`src/rtl/euart_pkg.sv`:
```
// Purpose: Shared constants of the serial port interrupt and baud logic
// Assumes: APB with 32-bit data, register index times four is byte address
// Notes: Indices are word indices on the bus
package euart_pkg;
  localparam int ADDR_W = 18;
  localparam int IDX_FLAGS = 32'ha0a0;
  localparam int IDX_BAUD_HI = 32'ha0a1;
  localparam int IDX_STATUS = 32'ha0a2;
  localparam logic [ADDR_W-1:0] ADDR_FLAGS = ADDR_W'(IDX_FLAGS * 4);
  localparam logic [ADDR_W-1:0] ADDR_BAUD_HI = ADDR_W'(IDX_BAUD_HI * 4);
  localparam logic [ADDR_W-1:0] ADDR_STATUS = ADDR_W'(IDX_STATUS * 4);
  // Bit positions in the flag and status words
  localparam int BIT_TXDONE = 0;
  localparam int BIT_FRAME = 1;
  localparam int BIT_TXOVF = 2;
  localparam int BIT_RXUNF = 3;
  localparam int BIT_GLOBAL = 7;
  localparam logic [7:0] BAUD_HI_RESET = 8'h00;
  localparam logic FLAG_RESET = 1'b0;
endpackage

```
`src/rtl/sticky_flag.sv`:
```
// Purpose: One event flag with its interrupt enable
// Assumes: All inputs are on ref_clk
// Notes: A set in the same cycle as any clear wins
`timescale 1ns/10ps
module sticky_flag
  import euart_pkg::*;
(
  // Clock and reset
  input wire logic ref_clk,
  input wire logic rst_n,
  // Event and clears
  input wire logic setEvt,
  input wire logic ctlWrite,
  input wire logic ctlBit,
  input wire logic statusClr,
  input wire logic hwClr,
  // State
  output logic flag,
  output logic enable
);
  logic flag_reg;
  logic flag_next;
  logic en_reg;
  logic en_next;

  always_comb
  begin
    flag_next = flag_reg;
    en_next = en_reg;
    if (ctlWrite)
    begin
      en_next = ctlBit;
      if (!ctlBit)
        flag_next = 1'b0;
    end
    if (statusClr || hwClr)
      flag_next = 1'b0;
    // Set beats clear so no event is lost
    if (setEvt)
      flag_next = 1'b1;
  end

  always_ff @(posedge ref_clk)
  begin
    if (!rst_n)
    begin
      flag_reg <= FLAG_RESET;
      en_reg <= FLAG_RESET;
    end
    else
    begin
      flag_reg <= flag_next;
      en_reg <= en_next;
    end
  end

  assign flag = flag_reg;
  assign enable = en_reg;
endmodule

```
`src/rtl/euart_int_flags_baud.sv`:
```
// Purpose: Interrupt flags, enables and baud divisor high byte over APB
// Assumes: FIFO and shifter events come from logic on ref_clk
// Notes: One wait state on every APB access
//
// The APB slave port was decided locally.
`timescale 1ns/10ps
module euart_int_flags_baud
  import euart_pkg::*;
(
  // Clock and reset
  input wire logic ref_clk,
  input wire logic rst_n,
  // APB slave
  input wire logic psel,
  input wire logic penable,
  input wire logic pwrite,
  input wire logic [euart_pkg::ADDR_W-1:0] paddr,
  input wire logic [31:0] pwdata,
  output logic [31:0] prdata,
  output logic pready,
  output logic pslverr,
  // FIFO and shifter events
  input wire logic rxFifoRead,
  input wire logic rxFifoEmpty,
  input wire logic rxFifoReset,
  input wire logic txFifoWrite,
  input wire logic txFifoFull,
  input wire logic txFifoReset,
  input wire logic txFifoEmpty,
  input wire logic txShiftDone,
  input wire logic rxByteDone,
  input wire logic rxStopBad,
  // Outputs to the port
  output logic [7:0] baudDivisorHigh,
  output logic irq
);
  import euart_pkg::*;

  logic ack_reg;
  logic ack_next;
  logic [31:0] rdata_reg;
  logic [31:0] rdata_next;
  logic [7:0] baud_reg;
  logic [7:0] baud_next;
  logic gen_reg;
  logic gen_next;
  logic access;
  logic wrDone;
  logic hitFlags;
  logic hitBaud;
  logic hitStatus;
  logic mapped;
  logic ctlWrite;
  logic statusWrite;
  logic [3:0] setEvt;
  logic [3:0] hwClr;
  logic [3:0] flags;
  logic [3:0] enables;
  logic [7:0] flagByte;
  logic [7:0] statusByte;

  assign access = psel && penable;
  assign hitFlags = (paddr == ADDR_FLAGS);
  assign hitBaud = (paddr == ADDR_BAUD_HI);
  assign hitStatus = (paddr == ADDR_STATUS);
  assign mapped = hitFlags || hitBaud || hitStatus;
  assign pready = ack_reg;
  // Unmapped access answers with an error, writes dropped
  assign pslverr = ack_reg && !mapped;
  assign wrDone = access && ack_reg && pwrite;
  assign ctlWrite = wrDone && hitFlags;
  assign statusWrite = wrDone && hitStatus;

  // Event sources
  always_comb
  begin
    setEvt = 4'h0;
    hwClr = 4'h0;
    setEvt[BIT_TXDONE] = txShiftDone && txFifoEmpty;
    setEvt[BIT_FRAME] = rxByteDone && rxStopBad;
    setEvt[BIT_TXOVF] = txFifoWrite && txFifoFull;
    hwClr[BIT_TXOVF] = txFifoReset;
    setEvt[BIT_RXUNF] = rxFifoRead && rxFifoEmpty;
    hwClr[BIT_RXUNF] = rxFifoReset;
  end

  for (genvar i = 0; i < 4; i++)
  begin : g_flag
    sticky_flag u_flag (
      .ref_clk(ref_clk),
      .rst_n(rst_n),
      .setEvt(setEvt[i]),
      .ctlWrite(ctlWrite),
      .ctlBit(pwdata[i]),
      .statusClr(statusWrite && pwdata[i]),
      .hwClr(hwClr[i]),
      .flag(flags[i]),
      .enable(enables[i])
    );
  end

  assign flagByte = {gen_reg, 3'h0, flags};
  assign statusByte = {4'h0, flags};

  always_comb
  begin
    ack_next = access && !ack_reg;
    rdata_next = rdata_reg;
    baud_next = baud_reg;
    gen_next = gen_reg;
    // Read data captured in the first access cycle
    if (access && !ack_reg && !pwrite)
    begin
      rdata_next = 32'h0;
      if (hitFlags)
        rdata_next[7:0] = flagByte;
      else if (hitBaud)
        rdata_next[7:0] = baud_reg;
      else if (hitStatus)
        rdata_next[7:0] = statusByte;
    end
    if (wrDone && hitBaud)
      baud_next = pwdata[7:0];
    if (ctlWrite)
      gen_next = pwdata[BIT_GLOBAL];
  end

  always_ff @(posedge ref_clk)
  begin
    if (!rst_n)
    begin
      ack_reg <= 1'b0;
      rdata_reg <= 32'h0;
      baud_reg <= BAUD_HI_RESET;
      gen_reg <= 1'b0;
    end
    else
    begin
      ack_reg <= ack_next;
      rdata_reg <= rdata_next;
      baud_reg <= baud_next;
      gen_reg <= gen_next;
    end
  end

  assign prdata = rdata_reg;
  // zero divisor not guarded; software keeps it nonzero
  assign baudDivisorHigh = baud_reg;
  // Level interrupt, global enable gates all sources
  assign irq = gen_reg && |(flags & enables);

  a_tx_overflow_set:
  assert property (@(posedge ref_clk) disable iff (!rst_n)
    txFifoWrite && txFifoFull |=> flags[BIT_TXOVF])
  else $error("tx overflow flag not set");

  a_tx_overflow_reset:
  assert property (@(posedge ref_clk) disable iff (!rst_n)
    txFifoReset && !(txFifoWrite && txFifoFull) |=> !flags[BIT_TXOVF])
  else $error("tx overflow flag kept over FIFO reset");

  a_frame_err_set:
  assert property (@(posedge ref_clk) disable iff (!rst_n)
    rxByteDone && rxStopBad |=> flags[BIT_FRAME])
  else $error("framing flag not set");

  a_frame_en_write:
  assert property (@(posedge ref_clk) disable iff (!rst_n)
    ctlWrite && pwdata[BIT_FRAME] |=> enables[BIT_FRAME])
  else $error("framing enable not set");

  a_frame_zero_clear:
  assert property (@(posedge ref_clk) disable iff (!rst_n)
    ctlWrite && !pwdata[BIT_FRAME] && !setEvt[BIT_FRAME]
    |=> !flags[BIT_FRAME] && !enables[BIT_FRAME])
  else $error("framing zero write did not clear");

  a_frame_only_sw:
  assert property (@(posedge ref_clk) disable iff (!rst_n)
    $fell(flags[BIT_FRAME]) |-> $past(ctlWrite || statusWrite))
  else $error("framing flag cleared without software");

  a_tx_done_set:
  assert property (@(posedge ref_clk) disable iff (!rst_n)
    txShiftDone && txFifoEmpty |=> flags[BIT_TXDONE])
  else $error("tx complete flag not set");

  a_tx_done_ctl:
  assert property (@(posedge ref_clk) disable iff (!rst_n)
    ctlWrite && !setEvt[BIT_TXDONE]
    |=> enables[BIT_TXDONE] == $past(pwdata[BIT_TXDONE])
    && (flags[BIT_TXDONE] == ($past(pwdata[BIT_TXDONE])
    && $past(flags[BIT_TXDONE]))))
  else $error("tx complete control write wrong");

  a_baud_write:
  assert property (@(posedge ref_clk) disable iff (!rst_n)
    wrDone && hitBaud |=> baudDivisorHigh == $past(pwdata[7:0]))
  else $error("divisor high byte not written");

  a_rx_underflow_set:
  assert property (@(posedge ref_clk) disable iff (!rst_n)
    rxFifoRead && rxFifoEmpty |=> flags[BIT_RXUNF])
  else $error("rx underflow flag not set");

  a_apb_one_wait:
  assert property (@(posedge ref_clk) disable iff (!rst_n)
    access && !pready |=> pready)
  else $error("APB answer late");

  a_tx_overflow_zero:
  assert property (@(posedge ref_clk) disable iff (!rst_n)
    ctlWrite && !pwdata[BIT_TXOVF] && !setEvt[BIT_TXOVF]
    |=> !flags[BIT_TXOVF] && !enables[BIT_TXOVF])
  else $error("tx overflow zero write did not clear");

  a_rx_underflow_zero:
  assert property (@(posedge ref_clk) disable iff (!rst_n)
    ctlWrite && !pwdata[BIT_RXUNF] && !setEvt[BIT_RXUNF]
    |=> !flags[BIT_RXUNF] && !enables[BIT_RXUNF])
  else $error("rx underflow zero write did not clear");

  a_tx_done_en:
  assert property (@(posedge ref_clk) disable iff (!rst_n)
    ctlWrite && pwdata[BIT_TXDONE] |=> enables[BIT_TXDONE])
  else $error("tx complete enable not set");

  a_frame_hold:
  assert property (@(posedge ref_clk) disable iff (!rst_n)
    flags[BIT_FRAME] && !ctlWrite && !statusWrite |=> flags[BIT_FRAME])
  else $error("framing flag lost without software");

  a_tx_done_hold:
  assert property (@(posedge ref_clk) disable iff (!rst_n)
    flags[BIT_TXDONE] && !ctlWrite && !statusWrite |=> flags[BIT_TXDONE])
  else $error("tx complete flag lost without software");

  a_tx_done_idle:
  assert property (@(posedge ref_clk) disable iff (!rst_n)
    !flags[BIT_TXDONE] && !(txShiftDone && txFifoEmpty)
    |=> !flags[BIT_TXDONE])
  else $error("tx complete flag set without event");

  a_frame_idle:
  assert property (@(posedge ref_clk) disable iff (!rst_n)
    !flags[BIT_FRAME] && !(rxByteDone && rxStopBad)
    |=> !flags[BIT_FRAME])
  else $error("framing flag set without event");

  a_tx_overflow_idle:
  assert property (@(posedge ref_clk) disable iff (!rst_n)
    !flags[BIT_TXOVF] && !(txFifoWrite && txFifoFull)
    |=> !flags[BIT_TXOVF])
  else $error("tx overflow flag set without event");

  a_rx_underflow_idle:
  assert property (@(posedge ref_clk) disable iff (!rst_n)
    !flags[BIT_RXUNF] && !(rxFifoRead && rxFifoEmpty)
    |=> !flags[BIT_RXUNF])
  else $error("rx underflow flag set without event");

  a_status_clear:
  assert property (@(posedge ref_clk) disable iff (!rst_n)
    statusWrite && setEvt == 4'h0 && hwClr == 4'h0
    |=> flags == ($past(flags) & ~$past(pwdata[3:0])))
  else $error("status write one did not clear");

  a_status_keeps_en:
  assert property (@(posedge ref_clk) disable iff (!rst_n)
    statusWrite |=> enables == $past(enables))
  else $error("status write changed enables");

  a_irq_gated:
  assert property (@(posedge ref_clk) disable iff (!rst_n)
    !gen_reg |-> !irq)
  else $error("irq high with global enable off");

  a_irq_source:
  assert property (@(posedge ref_clk) disable iff (!rst_n)
    irq |-> (flags & enables) != 4'h0)
  else $error("irq high without enabled flag");

  a_irq_raise:
  assert property (@(posedge ref_clk) disable iff (!rst_n)
    gen_reg && (flags & enables) != 4'h0 |-> irq)
  else $error("irq low with enabled flag");

  a_baud_hold:
  assert property (@(posedge ref_clk) disable iff (!rst_n)
    !(wrDone && hitBaud) |=> $stable(baudDivisorHigh))
  else $error("divisor high byte changed without write");

  a_apb_ack_pulse:
  assert property (@(posedge ref_clk) disable iff (!rst_n)
    pready |=> !pready)
  else $error("APB ready held too long");

  a_read_upper_zero:
  assert property (@(posedge ref_clk) disable iff (!rst_n)
    pready && !pwrite |-> prdata[31:8] == 24'h0)
  else $error("read data upper bits not zero");

  a_read_baud:
  assert property (@(posedge ref_clk) disable iff (!rst_n)
    access && !pready && !pwrite && hitBaud
    |=> prdata[7:0] == $past(baudDivisorHigh))
  else $error("divisor high byte read wrong");

  a_read_unmapped:
  assert property (@(posedge ref_clk) disable iff (!rst_n)
    access && !pready && !pwrite && !mapped
    |=> prdata == 32'h0)
  else $error("unmapped read not zero");
endmodule

```
`config.mk`:
```
export PLATFORM = sky130hd
export DESIGN_NAME = euart_int_flags_baud
export DESIGN_NICKNAME = d
export VERILOG_FILES = /design/src/rtl/euart_pkg.sv /design/src/rtl/sticky_flag.sv /design/src/rtl/euart_int_flags_baud.sv
export SDC_FILE = /design/constraint.sdc
export NUM_CORES = 1
export LEC_CHECK = 0
export BUFFER_PORTS_ARGS = -buffer_cell sky130_fd_sc_hd__buf_2
export CAP_MARGIN = 20
export CORE_MARGIN = 2
export CORE_UTILIZATION = 41
export CTS_CLUSTER_SIZE = 25
export DETAILED_ROUTE_END_ITERATION = 8
export GPL_ROUTABILITY_DRIVEN = 0
export PLACE_DENSITY_LB_ADDON = 0.12
export SYNTH_ARGS = -nofsm -noshare
export SYNTH_HDL_FRONTEND = slang
export SYNTH_SLANG_ARGS = --single-unit
```
`constraint.sdc`:
```
create_clock -name ref_clk -period 2.1 [get_ports ref_clk]
set_clock_uncertainty 0.1 [all_clocks]
set_input_delay 0.105 -clock ref_clk [delete_from_list [all_inputs] [get_ports ref_clk]]
set_output_delay 0.105 -clock ref_clk [all_outputs]
set_load 0.1 [all_outputs]
```
==> flow_summary.ini <==
[sta]
timing.final.crit_period_ps = 2000
slew_violations = 0
setup_viol = 0
slew_headroom_pct = 57.5
grt_setup_unrepaired = no
worst_pin_slew_ps = 637
post-route-period-util_pct = 95.1
fmax_mhz = 501
hold_viol_final = 0
fin_tns_setup_ps = 0
postLayoutSetupSlackWorst_ps = 104

[power]
power.leakage_nw = 0.826
pwr_density_cell_nw_per_um2 = 654
p_total_mw = 1.27
p_sw_share_pct = 35.1
p_clk_share_pct = 32.5
sequentialPowerShare_pct = 40.1
p_comb_share_pct = 27.5
p_switching_mw = 0.446
irDropWorstVdd_mv = 0.308
p_int_mw = 0.825

[critical_path]
worstPathCellList = dlygate4sd3_1, buf_2, and4_1, nand4_1, buf_4, nor3_1, o21ai_1, dlygate4sd3_1
crit_path_frequent_cell = dlygate4sd3_1
cpLargestDelayFamily = buffers and inverters
reg2reg_slack_ps = 160
cp_num_buf_inv = 4
crit_type = in2reg
critical-path-slowest-cell = dlygate4sd3_1
cp.arrival_ps = 2060
slowest_delay_ps = 550
cp-start-kind = primary input
crit_fanout = 12
crit_path_end_kind = register
required_ps = 2160

[detailed_routing]
avgRoutedWirePerCell_um = 12.8
via_count = 1461
dr.first_iter.drc_count = 72
via_per_inst = 4.97
wl_um = 3750
ant_nets = 0
drc = 0
drt-pass1-iter-count = 5

[die]
coreArea_um2 = 3630
rows = 22
die_w_um = 65.2
die-area_um2 = 4250
ios = 108
die_h_um = 65.2
start_util_pct = 42.3

[placement]
place_inst = 275
dp_hpwl_um = 2710
pre_cts_slack_ps = 483
io_buffers = 59

[layout]
area_growth_pct = 26.5
finish.utilization_pct = 53.4
fin_nets = 312
nFillCells = 389
n_antenna_cell = 0
layout_common_cells = buf_2, dfxtp_1, conb_1, a21oi_1, nand3_1
fin_cells = 294
final_common_cell = buf_2
drive_above_1_share_pct = 30.9

[clock_tree]
cts_htree_levels = 1
clk_pin_slew_ps = 90
post_cts_resized = 0
cts.sinks = 26
clockRootBuffer = clkbuf_8
clockBufferDepth = 2
cts_tree = built
worstSkewPairLatency_ps = 270
cts_buffers = 3

[synth]
synth_largest_area_cell = dfxtp_1
synth_cell_types = 36
ys_warn_count = 0
ys_top_cells_by_area = dfxtp_1, buf_4, a21oi_1
synth_seq_area_share_pct = 33.9
syn_inst = 178
netlist.area_leader.share_pct = 33.9
ys_ff_latch = 26
synth_area_um2 = 1540
avgSynthCellArea_um2 = 8.62

[global_routing]
first_global_vias = 1327
grt_use_total_pct = 17.9
grt_max_degree = 21
antenna_found_initial = 0
grt_overflow = 0
grt_pass1_wl_um = 5870

[outcome]
status = finished, final reports clean

[run]
maxCapViolCount = 0

[min_path]
min_path_type = in2reg
==> power by group through the flow <==
stage	registers, mW	logic [mW]	clock network, mW
6_report	0.509	0.349	0.413
5_1_grt	0.510	0.366	0.439
4_1_cts	0.509	0.348	0.425
3_5_place_dp	0.521	0.327	0
3_3_place_gp	0.521	0.327	0
2_1_floorplan	0.551	0.279	0
==> stage by stage <==
stage	cell area (µm²)	hold slack [ps]
2_1_floorplan	1630	138
3_3_place_gp	1720	240
3_5_place_dp	1720	238
4_1_cts	1940	5.59
5_1_grt	1940	23.1
6_report	1940	16.1
==> worst paths after layout <==
check,start,end,depth (start not counted)
hold / removal,psel,pready,3
setup / recovery,penable,g_flag[3].u_flag.flag,8
hold reg to reg,prdata[6],prdata[6],2
setup reg to reg,pready,g_flag[3].u_flag.flag,6
==> synth_stat cells <==
master / n
buf_2: 2
buf_12: 1
nor2_1: 1
nor3_1: 4
a21oi_1: 23
a22oi_1: 2
or3_1: 1
a31oi_1: 5
o21ai_0: 12
and3_1: 1
nand4b_1: 4
clkbuf_1: 4
xor2_1: 4
mux2i_1: 1
and2_2: 1
nand4_1: 6
nand3b_1: 2
and4_1: 2
nand3_1: 16
o21ai_1: 7
nor4b_2: 1
conb_1: 1
o31ai_1: 2
nor4b_4: 2
nor4_4: 1
nand2b_1: 1
buf_4: 25
clkbuf_8: 2
inv_1: 2
buf_6: 3
nand2_1: 9
a21boi_0: 1
or4b_4: 1
and4bb_2: 1
dfxtp_1: 26
nor2b_1: 1
==> layout make-up <==
cell class / count / area [µm²] / area share (%)
Clock inverter: 1 / 30.0 / 1.55
Sequential cell: 26 / 522 / 26.9
Inverter: 2 / 7.51 / 0.387
Multi-Input combinational cell: 136 / 806 / 41.5
Timing Repair Buffer: 78 / 475 / 24.5
Clock buffer: 3 / 41.3 / 2.13
Tap cell: 48 / 60.1 / 3.09
==> metal layers <==
layer | track usage [%] | share of wire (%) | vias up
li1 | - | - | 733
met4 | 7.03 | 0.59 | 0
met2 | 30.2 | 47 | 57
met3 | 2.74 | 6.8 | 2
met1 | 22.9 | 46 | 669
met5 | 0 | 0 | -
==> kinds of logic after synthesis <==
group	synth area share (%)
AND/OR/NAND/NOR	25.1
AO/OA/AOI/OAI	18.2
other	0.244
XOR/XNOR	2.28
buffers and inverters	19.6
flip-flops	33.9
multiplexers	0.652
==> worst min-delay path, stage by stage <==
cell     delay [ps]
buf_2           110
nand2_1          90
nor3_1           50
==> what timing repair did <==
item / CTS / global route
hold buffers: 15 / 0
setup buffers: 0 / 0
endpoints found under the hold margin: 9 / 0
setup endpoints to repair: 0 / 0
Note: power is estimated with default switching activity, not from simulation.
